File: config.mk
export PLATFORM = sky130hd
export DESIGN_NAME = abwr_autobaud_wakeup_rx
export DESIGN_NICKNAME = d
export VERILOG_FILES = /design/src/hw/abwr_pkg.sv /design/src/hw/abwr_autobaud_wakeup_rx.sv
export SDC_FILE = /design/constraint.sdc
export NUM_CORES = 1
export LEC_CHECK = 0
export ABC_AREA = 1
export BUFFER_PORTS_ARGS = -buffer_cell sky130_fd_sc_hd__buf_2
export CAP_MARGIN = 10
export CORE_UTILIZATION = 45
export DETAILED_ROUTE_END_ITERATION = 8
export GPL_TIMING_DRIVEN = 0
export PLACE_DENSITY = 0.67
export SETUP_SLACK_MARGIN = 0.4
export SYNTH_ARGS = -nofsm -noshare
export SYNTH_HDL_FRONTEND = slang
export SYNTH_SLANG_ARGS = --single-unit
File: constraint.sdc
create_clock -name clk -period 1.5 [get_ports clk]
set_input_delay 0.225 -clock clk [delete_from_list [all_inputs] [get_ports clk]]
set_output_delay 0.225 -clock clk [all_outputs]
set_load 0.03 [all_outputs]
File: src/hw/abwr_pkg.sv
// Function
// - setting autobaud enable starts calibration; receiver held idle meanwhile
// - calibration times a 55h sync character with five rising edges
// - divisor counter starts at first rising edge after the start bit
// - fifth rising edge leaves count, clears autobaud enable, sets receive flag
// - both divisor bytes form one 16-bit counter during calibration
// - calibration counter runs at one eighth of the generator base clock
// - calibration clock is clk/512, clk/128 or clk/32 by speed bits
// - calibrated divisor exceeds the nominal divisor by one
// - with wake and autobaud both set, calibrate the character after the break
// - wake-on-break only in asynchronous mode; generator stops in sleep
// - while wake enable is set, reception is off and the line is watched
// - a wake event is a high-to-low transition on the receive line
// - receive flag rises at the wake event, in run and sleep alike
// - reading receive data clears the wake interrupt
// - wake enable clears itself on the rising edge ending the break
// - a non-zero character's first low time counts as the wake event
`default_nettype none
package abwr_pkg;

  // -----------------------------------------------------------------
  // register map
  // -----------------------------------------------------------------
  localparam logic [7:0] ABWR_ADR_CTRL = 8'h00;
  localparam logic [7:0] ABWR_ADR_DIV_LO = 8'h04;
  localparam logic [7:0] ABWR_ADR_DIV_HI = 8'h08;
  localparam logic [7:0] ABWR_ADR_RX_DATA = 8'h0C;
  localparam logic [7:0] ABWR_ADR_STATUS = 8'h10;

  // control bits of baud_control_register
  localparam int ABWR_CTRL_AUTOBAUD = 0;
  localparam int ABWR_CTRL_WAKE = 1;
  localparam int ABWR_CTRL_SYNC = 2;
  localparam int ABWR_CTRL_SIXTEEN = 3;
  localparam int ABWR_CTRL_HIGH_SPEED = 4;

  // status bits
  localparam int ABWR_STAT_FLAG = 0;
  localparam int ABWR_STAT_BUSY = 1;
  localparam int ABWR_STAT_WAKE_LOW = 2;

  // reset values
  localparam logic [7:0] ABWR_CTRL_RESET = 8'h00;
  localparam logic [15:0] ABWR_DIV_RESET = 16'h0000;
  localparam logic [7:0] ABWR_RX_DATA_IDLE = 8'h00;

  // calibration clock masks: period 512, 128, 32 clk cycles
  localparam logic [8:0] ABWR_MASK_SLOW = 9'h1FF;
  localparam logic [8:0] ABWR_MASK_MID = 9'h07F;
  localparam logic [8:0] ABWR_MASK_FAST = 9'h01F;

  // rising edges seen before the final one of the sync character
  localparam logic [2:0] ABWR_LAST_RISE = 3'h4;

  typedef enum logic [3:0] {
    AB_IDLE = 4'h1,
    AB_START = 4'h2,
    AB_FIRST = 4'h4,
    AB_COUNT = 4'h8
  } abwr_cal_t;

  typedef struct packed {
    logic cyc;
    logic stb;
    logic we;
    logic [7:0] adr;
    logic [3:0] sel;
    logic [31:0] dat;
  } abwr_wb_req_t;

  typedef struct packed {
    logic ack;
    logic [31:0] dat;
  } abwr_wb_rsp_t;

  typedef struct packed {
    logic [2:0] line_sync;
    logic line;
    logic [8:0] prescale;
    logic [7:0] ctrl;
    logic [15:0] divisor;
    logic flag;
    logic wake_low;
    abwr_cal_t cal;
    logic [2:0] rises;
    logic hold;
    abwr_wb_rsp_t rsp;
  } abwr_state_t;

endpackage
`default_nettype wire

File: src/hw/abwr_autobaud_wakeup_rx.sv
// Added by the designer: the address map and the Wishbone interface to the registers.
`default_nettype none
module abwr_autobaud_wakeup_rx
  import abwr_pkg::*;
(
  // clock and reset
  input wire logic clk,
  input wire logic reset,

  // wishbone slave
  input wire abwr_wb_req_t wb_req,
  output abwr_wb_rsp_t wb_rsp,

  // serial line and processor mode
  input wire logic receive_data_line,
  input wire logic sleep_mode,

  // to the receiver and interrupt logic
  output logic receive_interrupt_flag,
  output logic receiver_hold
);

  // -----------------------------------------------------------------
  // helpers
  // -----------------------------------------------------------------
  function automatic logic [8:0] abwr_tick_mask(
    input logic sixteen,
    input logic high_speed
  );
    logic [1:0] sel;
    sel = {sixteen, high_speed};
    unique case (sel)
      2'h0: abwr_tick_mask = ABWR_MASK_SLOW;
      2'h3: abwr_tick_mask = ABWR_MASK_FAST;
      default: abwr_tick_mask = ABWR_MASK_MID;
    endcase
  endfunction

  function automatic logic abwr_hit(
    input logic [7:0] adr,
    input logic [7:0] reg_adr
  );
    abwr_hit = (adr[7:2] == reg_adr[7:2]);
  endfunction

  // -----------------------------------------------------------------
  // state
  // -----------------------------------------------------------------
  abwr_state_t q;
  abwr_state_t next_q;

  logic next_line;
  logic rise;
  logic fall;
  logic tick;
  logic access;
  logic commit;
  logic wr;
  logic rd;
  logic async_mode;
  logic cal_done;
  logic wake_fall;
  logic [7:0] rdata;

  // -----------------------------------------------------------------
  // next state
  // -----------------------------------------------------------------
  always_comb begin
    next_q = q;

    // line filter: first stage feeds only the second
    next_q.line_sync = {q.line_sync[1:0], receive_data_line};
    if (q.line_sync[1] == q.line_sync[2]) begin
      next_line = q.line_sync[2];
    end else begin
      next_line = q.line;
    end
    next_q.line = next_line;
    rise = next_line & ~q.line;
    fall = ~next_line & q.line;

    // calibration clock divider, stopped in sleep
    tick = 1'b0;
    if (!sleep_mode) begin
      next_q.prescale = 9'(q.prescale + 9'h001);
      tick = ((q.prescale & abwr_tick_mask(q.ctrl[ABWR_CTRL_SIXTEEN],
        q.ctrl[ABWR_CTRL_HIGH_SPEED])) == 9'h000);
    end

    // bus handshake: ack one cycle after request, effect on ack edge
    access = wb_req.cyc & wb_req.stb;
    next_q.rsp.ack = access & ~q.rsp.ack;
    commit = access & q.rsp.ack;
    wr = commit & wb_req.we & wb_req.sel[0];
    rd = commit & ~wb_req.we;

    rdata = 8'h00;
    if (abwr_hit(wb_req.adr, ABWR_ADR_CTRL)) begin
      rdata = q.ctrl;
    end else if (abwr_hit(wb_req.adr, ABWR_ADR_DIV_LO)) begin
      rdata = q.divisor[7:0];
    end else if (abwr_hit(wb_req.adr, ABWR_ADR_DIV_HI)) begin
      rdata = q.divisor[15:8];
    end else if (abwr_hit(wb_req.adr, ABWR_ADR_RX_DATA)) begin
      rdata = ABWR_RX_DATA_IDLE;
    end else if (abwr_hit(wb_req.adr, ABWR_ADR_STATUS)) begin
      rdata[ABWR_STAT_FLAG] = q.flag;
      rdata[ABWR_STAT_BUSY] = (q.cal != AB_IDLE);
      rdata[ABWR_STAT_WAKE_LOW] = q.wake_low;
    end
    if (access & ~q.rsp.ack & ~wb_req.we) begin
      next_q.rsp.dat = {24'h000000, rdata};
    end else begin
      next_q.rsp.dat = 32'h00000000;
    end

    // software writes
    if (wr && abwr_hit(wb_req.adr, ABWR_ADR_CTRL)) begin
      next_q.ctrl = wb_req.dat[7:0];
    end
    if (wr && q.cal == AB_IDLE) begin
      if (abwr_hit(wb_req.adr, ABWR_ADR_DIV_LO)) begin
        next_q.divisor[7:0] = wb_req.dat[7:0];
      end
      if (abwr_hit(wb_req.adr, ABWR_ADR_DIV_HI)) begin
        next_q.divisor[15:8] = wb_req.dat[7:0];
      end
    end

    // -----------------------------------------------------------------
    // wake on break
    // -----------------------------------------------------------------
    async_mode = ~q.ctrl[ABWR_CTRL_SYNC];
    wake_fall = 1'b0;
    if (!q.ctrl[ABWR_CTRL_WAKE] || !async_mode) begin
      next_q.wake_low = 1'b0;
    end else if (!q.wake_low) begin
      if (fall) begin
        wake_fall = 1'b1;
        next_q.wake_low = 1'b1;
      end
    end else if (rise) begin
      next_q.wake_low = 1'b0;
      next_q.ctrl[ABWR_CTRL_WAKE] = 1'b0;
    end

    // -----------------------------------------------------------------
    // baud calibration
    // -----------------------------------------------------------------
    cal_done = 1'b0;
    unique case (q.cal)
      AB_IDLE: begin
        if (q.ctrl[ABWR_CTRL_AUTOBAUD]) begin
          next_q.cal = AB_START;
        end
      end
      AB_START: begin
        // a break under wake enable is not the sync start bit
        if (fall && !q.ctrl[ABWR_CTRL_WAKE] && !q.wake_low) begin
          next_q.cal = AB_FIRST;
        end
      end
      AB_FIRST: begin
        if (rise) begin
          next_q.divisor = ABWR_DIV_RESET;
          next_q.rises = 3'h1;
          next_q.cal = AB_COUNT;
        end
      end
      AB_COUNT: begin
        if (tick) begin
          next_q.divisor = 16'(q.divisor + 16'h0001);
        end
        if (rise) begin
          next_q.rises = 3'(q.rises + 3'h1);
          if (q.rises == ABWR_LAST_RISE) begin
            cal_done = 1'b1;
            next_q.ctrl[ABWR_CTRL_AUTOBAUD] = 1'b0;
            next_q.cal = AB_IDLE;
          end
        end
      end
    endcase
    if (!q.ctrl[ABWR_CTRL_AUTOBAUD] && q.cal != AB_IDLE && !cal_done) begin
      next_q.cal = AB_IDLE;
    end

    // receive flag: a new event wins over the clearing read
    next_q.flag = wake_fall | cal_done |
      (q.flag & ~(rd & abwr_hit(wb_req.adr, ABWR_ADR_RX_DATA)));

    next_q.hold = next_q.ctrl[ABWR_CTRL_AUTOBAUD] |
      next_q.ctrl[ABWR_CTRL_WAKE];
  end

  // -----------------------------------------------------------------
  // registers
  // -----------------------------------------------------------------
  always_ff @(posedge clk) begin
    if (reset) begin
      q.line_sync <= 3'h7;
      q.line <= 1'b1;
      q.prescale <= 9'h000;
      q.ctrl <= ABWR_CTRL_RESET;
      q.divisor <= ABWR_DIV_RESET;
      q.flag <= 1'b0;
      q.wake_low <= 1'b0;
      q.cal <= AB_IDLE;
      q.rises <= 3'h0;
      q.hold <= 1'b0;
      q.rsp <= '0;
    end else begin
      q <= next_q;
    end
  end

  // -----------------------------------------------------------------
  // outputs
  // -----------------------------------------------------------------
  assign wb_rsp = q.rsp;
  assign receive_interrupt_flag = q.flag;
  assign receiver_hold = q.hold;

endmodule
`default_nettype wire

==> results of run 1 <==
-- cell usage after synthesis --
cell      instances  area share (%)
nand3_1          22             3.2
nor3_4            1            0.47
inv_6             1            0.25
o21a_1            1            0.22
nand2_2           4            0.72
o22ai_1           3            0.54
xor2_1            5             1.3
dfxtp_1          56              32
inv_2            10             1.1
nand3b_1          2            0.43
nand2_4           3            0.97
nor2_4            9             2.9
buf_2             2            0.29
nand4_1           3            0.54
buf_12            2             1.2
nor3b_1           1            0.22
a21oi_4           1            0.47
a21oi_1          29             4.2
nor2_1           53             5.7
inv_4             1            0.18
inv_1            53             5.7
or2_2             3            0.54
nor2_2            3            0.54
nand2_1         114              12
nor3_1            6            0.86
o21ai_1           5            0.72
nor3b_2           1            0.36
o211ai_1          1            0.22
nand3_2          14             4.0
a21oi_2          15             3.8
conb_1            1            0.11
o21ai_0          26             3.7
nor4_1            1            0.18
buf_4            34             7.3
a31oi_1           3            0.54
ha_1              5             1.8
buf_1             2            0.22
-- timing repair --
action / CTS / global route
hold buffers: 0 / 0
endpoints found under the setup margin: 53 / 59
buffers inserted: 28 / 17
gates cloned: 4 / 0
pin swaps: 19 / 22
resized for setup: 70 / 60
-- metal layers --
metal	track usage, %	vias up	wire length [microns]	part of all wire (%)
met5	0	-	0	0
met4	8.60	0	185	1.9
met3	4.23	19	699	7.1
met2	40.5	162	4720	48
met1	30.2	1632	4180	43
li1	-	1755	-	-
-- cells by family (layout without fill, tap and decap cells) --
group,Yosys count,after routing,share of synthesized area (%)
other,1,24,0.108
and+or+nand+nor,240,242,34.0
AOI/OAI and AO/OA,84,84,14.4
xor gates and xnor gates,5,5,1.26
adders and majority gates,5,5,1.80
buffers and inverters,105,192,16.2
DFF,56,56,32.2
-- registers in the layout (all words and copies together), names as in the netlist --
register / flops
next_q: 2
receiver_hold: 1
receive_interrupt_flag: 1
q: 43
wb_rsp: 9
-- metrics by stage --
| step | cell area [sq um] | worst slack, ps | TNS (ps) | power [uW] |
|---|---|---|---|---|
| detailed placement | 4030 | 16.2 | 0 | 1850 |
| global placement | 4030 | 30.9 | 0 | 1840 |
| CTS | 4640 | 73.7 | 0 | 2760 |
| floorplan | 3740 | 233 | 0 | 1770 |
| global route | 4980 | -14.9 | -64.5 | 2870 |
| finish | 4980 | 69.2 | 0 | 2770 |
-- cell type report --
cell class / instances / area, sq um / area share, %
clock buffers: 8 / 100 / 2.01
repair buffers: 79 / 687 / 13.8
multi-input cells: 360 / 2290 / 45.9
inverters: 65 / 280 / 5.62
well taps: 99 / 124 / 2.48
flip-flops and latches: 56 / 1170 / 23.4
plain buffers: 40 / 338 / 6.78
-- final timing paths --
path,end,slack [ps],cells past startpoint
worst max-delay path,q[45]$_SDFF_PP0_,70,9
worst min-delay path,next_q[78]$_SDFF_PP1_,100,2
worst max register to register,q[45]$_SDFF_PP0_,70,9
worst min register to register,next_q[79]$_SDFF_PP1_,420,1
-- power groups by stage --
stage               clock network (uW)  registers, uW  logic (uW)
global route                       984           1500         387
finish                             913           1500         363
detailed placement                   0           1540         306
global placement                     0           1540         302
CTS                                925           1500         332
floorplan                            0           1540         236
==> results_tabular.tex, run 1 <==
\begin{tabular}{lr}
\hline
Metric & Value \\
\hline
\multicolumn{2}{l}{\textbf{Die}} \\
\# IOs & 86 \\
Die height & 89.9 microns \\
Horiz. Die Dim & 89.9 microns \\
Die Outline Area & 0.00808 sq mm \\
Initial core utilization & 47.2\% \\
Core area & 0.00737 sq mm \\
Standard-cell row count & 31 \\
\multicolumn{2}{l}{\textbf{Clock tree}} \\
Number of clock buffers inserted by TritonCTS & 5 \\
Clock sinks & 56 \\
CTS H-tree depth & 2 \\
CTS tree & done \\
Clock network latency to the later pin of the worst-skew pair & 310 ps \\
Library cell used as clock root buffer & clkbuf\_8 \\
Clock-pin slew reported for the worst setup and hold paths after clock tree synthesis & 100 ps \\
CTS Buffer Depth & 2 \\
\multicolumn{2}{l}{\textbf{Final layout}} \\
N\_diodes & 0 \\
Final non-filler cell total & 707 \\
Final cell utilization of the core & 67.6\% \\
Filler cell count & 571 \\
Most used cells in the layout excluding fill and tap cells & 94 x nand2\_1, 61 x buf\_4, 46 x inv\_1, 43 x nor2\_1, 34 x dfxtp\_1 \\
Fraction of layout cells with a size suffix above 1 & 46.2\% \\
Most frequent standard cell in the layout excluding fill and tap cells & nand2\_1 \\
Area Overhead vs Synth & 43.4\% \\
Layout Nets & 663 \\
\multicolumn{2}{l}{\textbf{Global routing}} \\
Number of antenna violations at the first check in global routing & 0 \\
GRT overflow & 0 \\
Number of global-route vias before repair & 3291 \\
Wire length of the first global-routing pass & 15.4 mm \\
Overall track demand over capacity in global routing & 23.8\% \\
Pin count of the biggest net entering global routing & 17 \\
\multicolumn{2}{l}{\textbf{Min path}} \\
Worst Hold Launch & receive\_data\_line \\
Type of the most critical hold path & in2reg \\
\multicolumn{2}{l}{\textbf{Route}} \\
\# DRC & 0 \\
Average wire per cell in the routed design & 13.8 microns \\
Vias per Instance & 5.05 \\
Drt initial violations & 241 \\
Via count & 3568 \\
Routed WL & 9.78 mm \\
Post-route ant nets & 0 \\
DRT Pass-1 Iters & 5 \\
\multicolumn{2}{l}{\textbf{Placed design}} \\
Number of buffers added on ports & 32 \\
Weighted congestion at the end of routability-driven global placement & 0.938 \\
Post-DP HPWL & 6.43 mm \\
Placed cells & 650 \\
\multicolumn{2}{l}{\textbf{STA}} \\
Fin Clk Skew & 11.1 ps \\
Share of the clock period used by the worst path after layout & 95.4\% \\
Maximum operating frequency & 699 MHz \\
Count of final max-slew check failures & 0 \\
RSZ-0062 raised after global routing & true \\
Number of setup violations in the final report & 0 \\
Worst-case hold slack & 95.6 ps \\
Time the final worst path needs with I/O delays and setup & 1430 ps \\
Hold Violations, Final & 0 \\
\multicolumn{2}{l}{\textbf{Power and ir drop}} \\
Peak supply drop & 0.422 mV \\
Static leakage & 0.00210 uW \\
Relative contribution of combinational cells to total power & 13.1\% \\
Internal & 2040 uW \\
Cell Pwr Density & 557 mW/mm\^{}2 \\
Net Switching & 733 uW \\
Fraction of power spent switching nets & 26.4\% \\
Sequential power share & 54.0\% \\
Clock power frac & 32.9\% \\
\multicolumn{2}{l}{\textbf{Synthesis}} \\
Post-synthesis sequential area ratio & 32.2\% \\
Count of cell types in the netlist & 37 \\
Synthesis-stage register bit count & 56 \\
Average cell area after synthesis & 7.01 sq um \\
Netlist area before placement & 0.00348 sq mm \\
Yosys warning total & 0 \\
Number of standard cells after synthesis & 496 \\
\multicolumn{2}{l}{\textbf{Worst setup path}} \\
Max Fanout on Critical Path & 5 \\
Worst Path Buf+Inv & 3 \\
Crit. End Element & register \\
Highest cell delay on the worst timing path & 380 ps \\
Nature of the critical path startpoint & register \\
Crit-path cells & inv\_4 > ha\_4 > nand3\_4 > nor2\_4 > a21oi\_4 > buf\_12 > buf\_12 > nand3\_2 > a21oi\_2 \\
Required time of the critical path & 1750 ps \\
Launching instance or port of the critical path & q[68]\$\_SDFFE\_PP0N\_ \\
Cell seen most often among critical-path stages & buf\_12 \\
Source of the worst register-to-register timing path & q[68]\$\_SDFFE\_PP0N\_ \\
Library cell contributing the largest single delay on the critical path & dfxtp\_4 \\
Critical path start-end classification & reg2reg \\
CP top delay family & flip-flops \\
Data arrival time of the critical path & 1680 ps \\
\multicolumn{2}{l}{\textbf{Run status}} \\
Status & finished, final reports clean \\
\multicolumn{2}{l}{\textbf{Flow run}} \\
Max capacitance violation total & 0 \\
\hline
\end{tabular}
Power figures use the tool's default switching activity.
==> run 2: changes to the inputs <==
--- a/config.mk
+++ b/config.mk
@@ -11,7 +11,7 @@
 export CORE_UTILIZATION = 45
 export DETAILED_ROUTE_END_ITERATION = 8
 export GPL_TIMING_DRIVEN = 0
-export PLACE_DENSITY = 0.67
+export PLACE_DENSITY = 0.7
 export SETUP_SLACK_MARGIN = 0.4
 export SYNTH_ARGS = -nofsm -noshare
 export SYNTH_HDL_FRONTEND = slang
==> constraint.sdc (replaced) <==
create_clock -name clk -period 1.2 [get_ports clk]
set_input_delay 0.18 -clock clk [delete_from_list [all_inputs] [get_ports clk]]
set_output_delay 0.18 -clock clk [all_outputs]
set_load 0.03 [all_outputs]
==> run 2 against run 1 <==
  * The flow now finishes with violations (negative setup slack)
  * Power up 24%
  * First-iteration DRC count increased by 30%
  * Flip-flop and latch count unchanged
  * Wire length rose by 1.8%
  * Final area decreased by 0.18%
  * Final cell count down 0.42%
  * Worst hold slack worse by 42 ps
  * Critical endpoint is now q[53]$_SDFF_PP0_
  * Largest power group unchanged
==> results_tabular.tex, run 2 (synthesis results as in run 1) <==
\begin{tabular}{lr}
\hline
Metric & Value \\
\hline
\multicolumn{2}{l}{\textbf{Route}} \\
Vias per Instance & 5.14 (+1.8\%) \\
Routed WL & 9.96 mm (+1.8\%) \\
Post-route ant nets & 0 (unchanged) \\
DRT Pass-1 Iters & 5 (unchanged) \\
Via count & 3617 (+1.4\%) \\
Average wire per cell in the routed design & 14.1 microns (+2.2\%) \\
\# DRC & 0 (unchanged) \\
Drt initial violations & 314 (+30\%) \\
\multicolumn{2}{l}{\textbf{Final layout}} \\
Area of all sequential standard cells & 0.00117 sq mm (+0.32\%) \\
Final standard cell area without fillers & 0.00498 sq mm (-0.18\%) \\
N\_diodes & 0 (unchanged) \\
Fraction of layout cells with a size suffix above 1 & 47.1\% (+0.89 points) \\
Register name with the most flops & q \\
Most used cells in the layout excluding fill and tap cells & 97 x nand2\_1, 59 x buf\_4, 45 x inv\_1, 39 x nor2\_1, 31 x dfxtp\_1 \\
Area taken by multi-input logic gates & 0.00230 sq mm (+0.60\%) \\
Most frequent standard cell in the layout excluding fill and tap cells & nand2\_1 \\
Area Overhead vs Synth & 43.1\% \\
Number of flip-flops in the largest register & 43 (unchanged) \\
Layout Nets & 660 (-0.45\%) \\
Final non-filler cell total & 704 (-0.42\%) \\
Filler cell count & 586 (+2.6\%) \\
\multicolumn{2}{l}{\textbf{STA}} \\
Share of the clock period used by the worst path after layout & 124\% (+29 points) \\
TNS Setup & -6730 ps (-6730 ps) \\
Time the final worst path needs with I/O delays and setup & 1490 ps (+62.6 ps) \\
Number of setup violations in the final report & 38 (+38) \\
Final worst setup slack & -293 ps (-363 ps) \\
Fin Clk Skew & 18.1 ps (+7.01 ps) \\
Count of final max-slew check failures & 0 (unchanged) \\
Worst-case hold slack & 53.5 ps (-42.1 ps) \\
Maximum operating frequency & 670 MHz (-4.2\%) \\
Hold Violations, Final & 0 (unchanged) \\
RSZ-0062 raised after global routing & true \\
\multicolumn{2}{l}{\textbf{Run status}} \\
Status & finished, violations left \\
Violations in the final reports & negative setup slack \\
\multicolumn{2}{l}{\textbf{Placed design}} \\
Placed cells & 650 (unchanged) \\
Number of buffers added on ports & 32 (unchanged) \\
Post-DP HPWL & 6.47 mm (+0.60\%) \\
Weighted congestion at the end of routability-driven global placement & 0.877 (-6.5\%) \\
Post-DP Area & 0.00405 sq mm (+0.72\%) \\
\multicolumn{2}{l}{\textbf{Global routing}} \\
Wire length of the first global-routing pass & 15.4 mm (+0.23\%) \\
GRT overflow & 0 (unchanged) \\
Overall track demand over capacity in global routing & 23.5\% (-0.36 points) \\
Global routing met1 resource utilization & 31.0\% (+0.81 points) \\
Number of global-route vias before repair & 3242 (-1.5\%) \\
Number of antenna violations at the first check in global routing & 0 (unchanged) \\
GRT busiest layer & met2 \\
Pin count of the biggest net entering global routing & 18 (+1) \\
GR Util met3 & 2.88\% (-1.4 points) \\
Met2 Use GR & 39.7\% (-0.83 points) \\
\multicolumn{2}{l}{\textbf{Die}} \\
Core area & 0.00737 sq mm (unchanged) \\
Initial core utilization & 47.2\% (unchanged) \\
Standard-cell row count & 31 (unchanged) \\
Horiz. Die Dim & 89.9 microns (unchanged) \\
Die Outline Area & 0.00808 sq mm (unchanged) \\
Die height & 89.9 microns (unchanged) \\
\# IOs & 86 (unchanged) \\
\multicolumn{2}{l}{\textbf{Power and ir drop}} \\
Cell Pwr Density & 691 mW/mm\^{}2 (+24\%) \\
Static leakage & 0.00206 uW (-1.9\%) \\
Peak supply drop & 0.521 mV (+23\%) \\
\multicolumn{2}{l}{\textbf{Worst setup path}} \\
Crit. End Element & register \\
Worst Reg2Reg Path Length in Cells & 10 (+1) \\
Reg2Reg Setup Slack & -290 ps (-360 ps) \\
Critical path start-end classification & reg2reg \\
Data arrival time of the critical path & 1740 ps (+60 ps) \\
Max Fanout on Critical Path & 5 (unchanged) \\
Nature of the critical path startpoint & register \\
Required time of the critical path & 1450 ps (-300 ps) \\
Capture instance of the worst register-to-register path & q[53]\$\_SDFF\_PP0\_ \\
Source of the worst register-to-register timing path & q[40]\$\_SDFFE\_PP0P\_ \\
\multicolumn{2}{l}{\textbf{Clock tree}} \\
Number of buffers inserted for hold repair after clock tree synthesis & 0 (unchanged) \\
CTS tree & done \\
Clock sinks & 56 (unchanged) \\
Library cell used as clock root buffer & clkbuf\_8 \\
Clock-pin slew reported for the worst setup and hold paths after clock tree synthesis & 110 ps (about the same) \\
Number of clock buffers inserted by TritonCTS & 5 (unchanged) \\
Clock network latency to the later pin of the worst-skew pair & 320 ps (about the same) \\
CTS H-tree depth & 2 (unchanged) \\
CTS Buffer Depth & 2 (unchanged) \\
\multicolumn{2}{l}{\textbf{Min path}} \\
Type of the most critical hold path & in2reg \\
Hold path depth & 2 (unchanged) \\
Worst Hold Endpoint & next\_q[78]\$\_SDFF\_PP1\_ \\
Worst Hold Launch & receive\_data\_line \\
\multicolumn{2}{l}{\textbf{Flow run}} \\
Max capacitance violation total & 0 (unchanged) \\
\hline
\end{tabular}
## run 2: changes by cell type in the layout (fill, tap and decap cells not counted), moves of 3 or more
| cell | before | now |
|---|---|---|
| buf_6 | 25 | 28 |
| dfxtp_1 | 34 | 31 |
| dfxtp_2 | 15 | 18 |
| inv_2 | 10 | 14 |
| nand2_1 | 94 | 97 |
| nor2_1 | 43 | 39 |
| o21ai_0 | 14 | 11 |
## run 2: worst max path at each step
stage | startpoint | slack, ps | to | cells past startpoint
after global routing | q[70]$_SDFFE_PP0N_ | -370 | q[56]$_SDFF_PP0_ | 8
final | q[40]$_SDFFE_PP0P_ | -290 | q[53]$_SDFF_PP0_ | 10
after CTS | q[40]$_SDFFE_PP0P_ | -260 | q[49]$_SDFF_PP0_ | 10
after detailed placement | q[40]$_SDFFE_PP0P_ | -280 | q[55]$_SDFF_PP0_ | 9
after global placement | q[40]$_SDFFE_PP0P_ | -280 | q[55]$_SDFF_PP0_ | 9
after floorplan | q[44]$_SDFF_PP0_ | -70 | q[55]$_SDFF_PP0_ | 8
## run 2: layout make-up
type | instances | share of cell area, %
timing repair buffer | 77 | 13.5
tap | 99 | 2.49
inverter | 65 | 5.43
clock buffer | 7 | 1.73
clock inverter | 1 | 0.176
multi-input combinational | 359 | 46.3
buffer | 40 | 6.84
sequential | 56 | 23.5
## run 2: routing by layer
| layer | up-vias | routed length (microns) |
|---|---|---|
| met5 | - | 0 |
| met4 | 0 | 180 |
| met3 | 21 | 668 |
| met2 | 176 | 4850 |
| met1 | 1669 | 4250 |
| li1 | 1751 | - |
## run 2: what timing repair did
item	CTS	global route
cloned	4	0
resized for setup	80	49
endpoints found under the setup margin	64	62
pin swaps	24	15
buffers inserted	26	16
## run 2: where the power goes
part | total (uW) | switching [uW] | internal, uW
logic | 461 | 292 | 169
clock network | 1110 | 634 | 476
registers | 1870 | 12.4 | 1860
## run 2: metrics by stage
step | util [%] | total power (uW) | worst slack (ps)
CTS | 63.6 | 3430 | -260
finish | 67.5 | 3440 | -293
global placement | 55.0 | 2310 | -277
floorplan | - | 2220 | -67.0
detailed placement | 55.0 | 2320 | -281
global route | 67.5 | 3540 | -366
## run 2: worst max-delay path, stage by stage, from the launching register on
cell	delay, ps
dfxtp_2	380
inv_4	60
nor2_4	90
nand2_4	90
nand3_4	80
inv_2	50
a21oi_4	230
buf_12	150
buf_12	120
nand3_2	70
a21oi_2	110
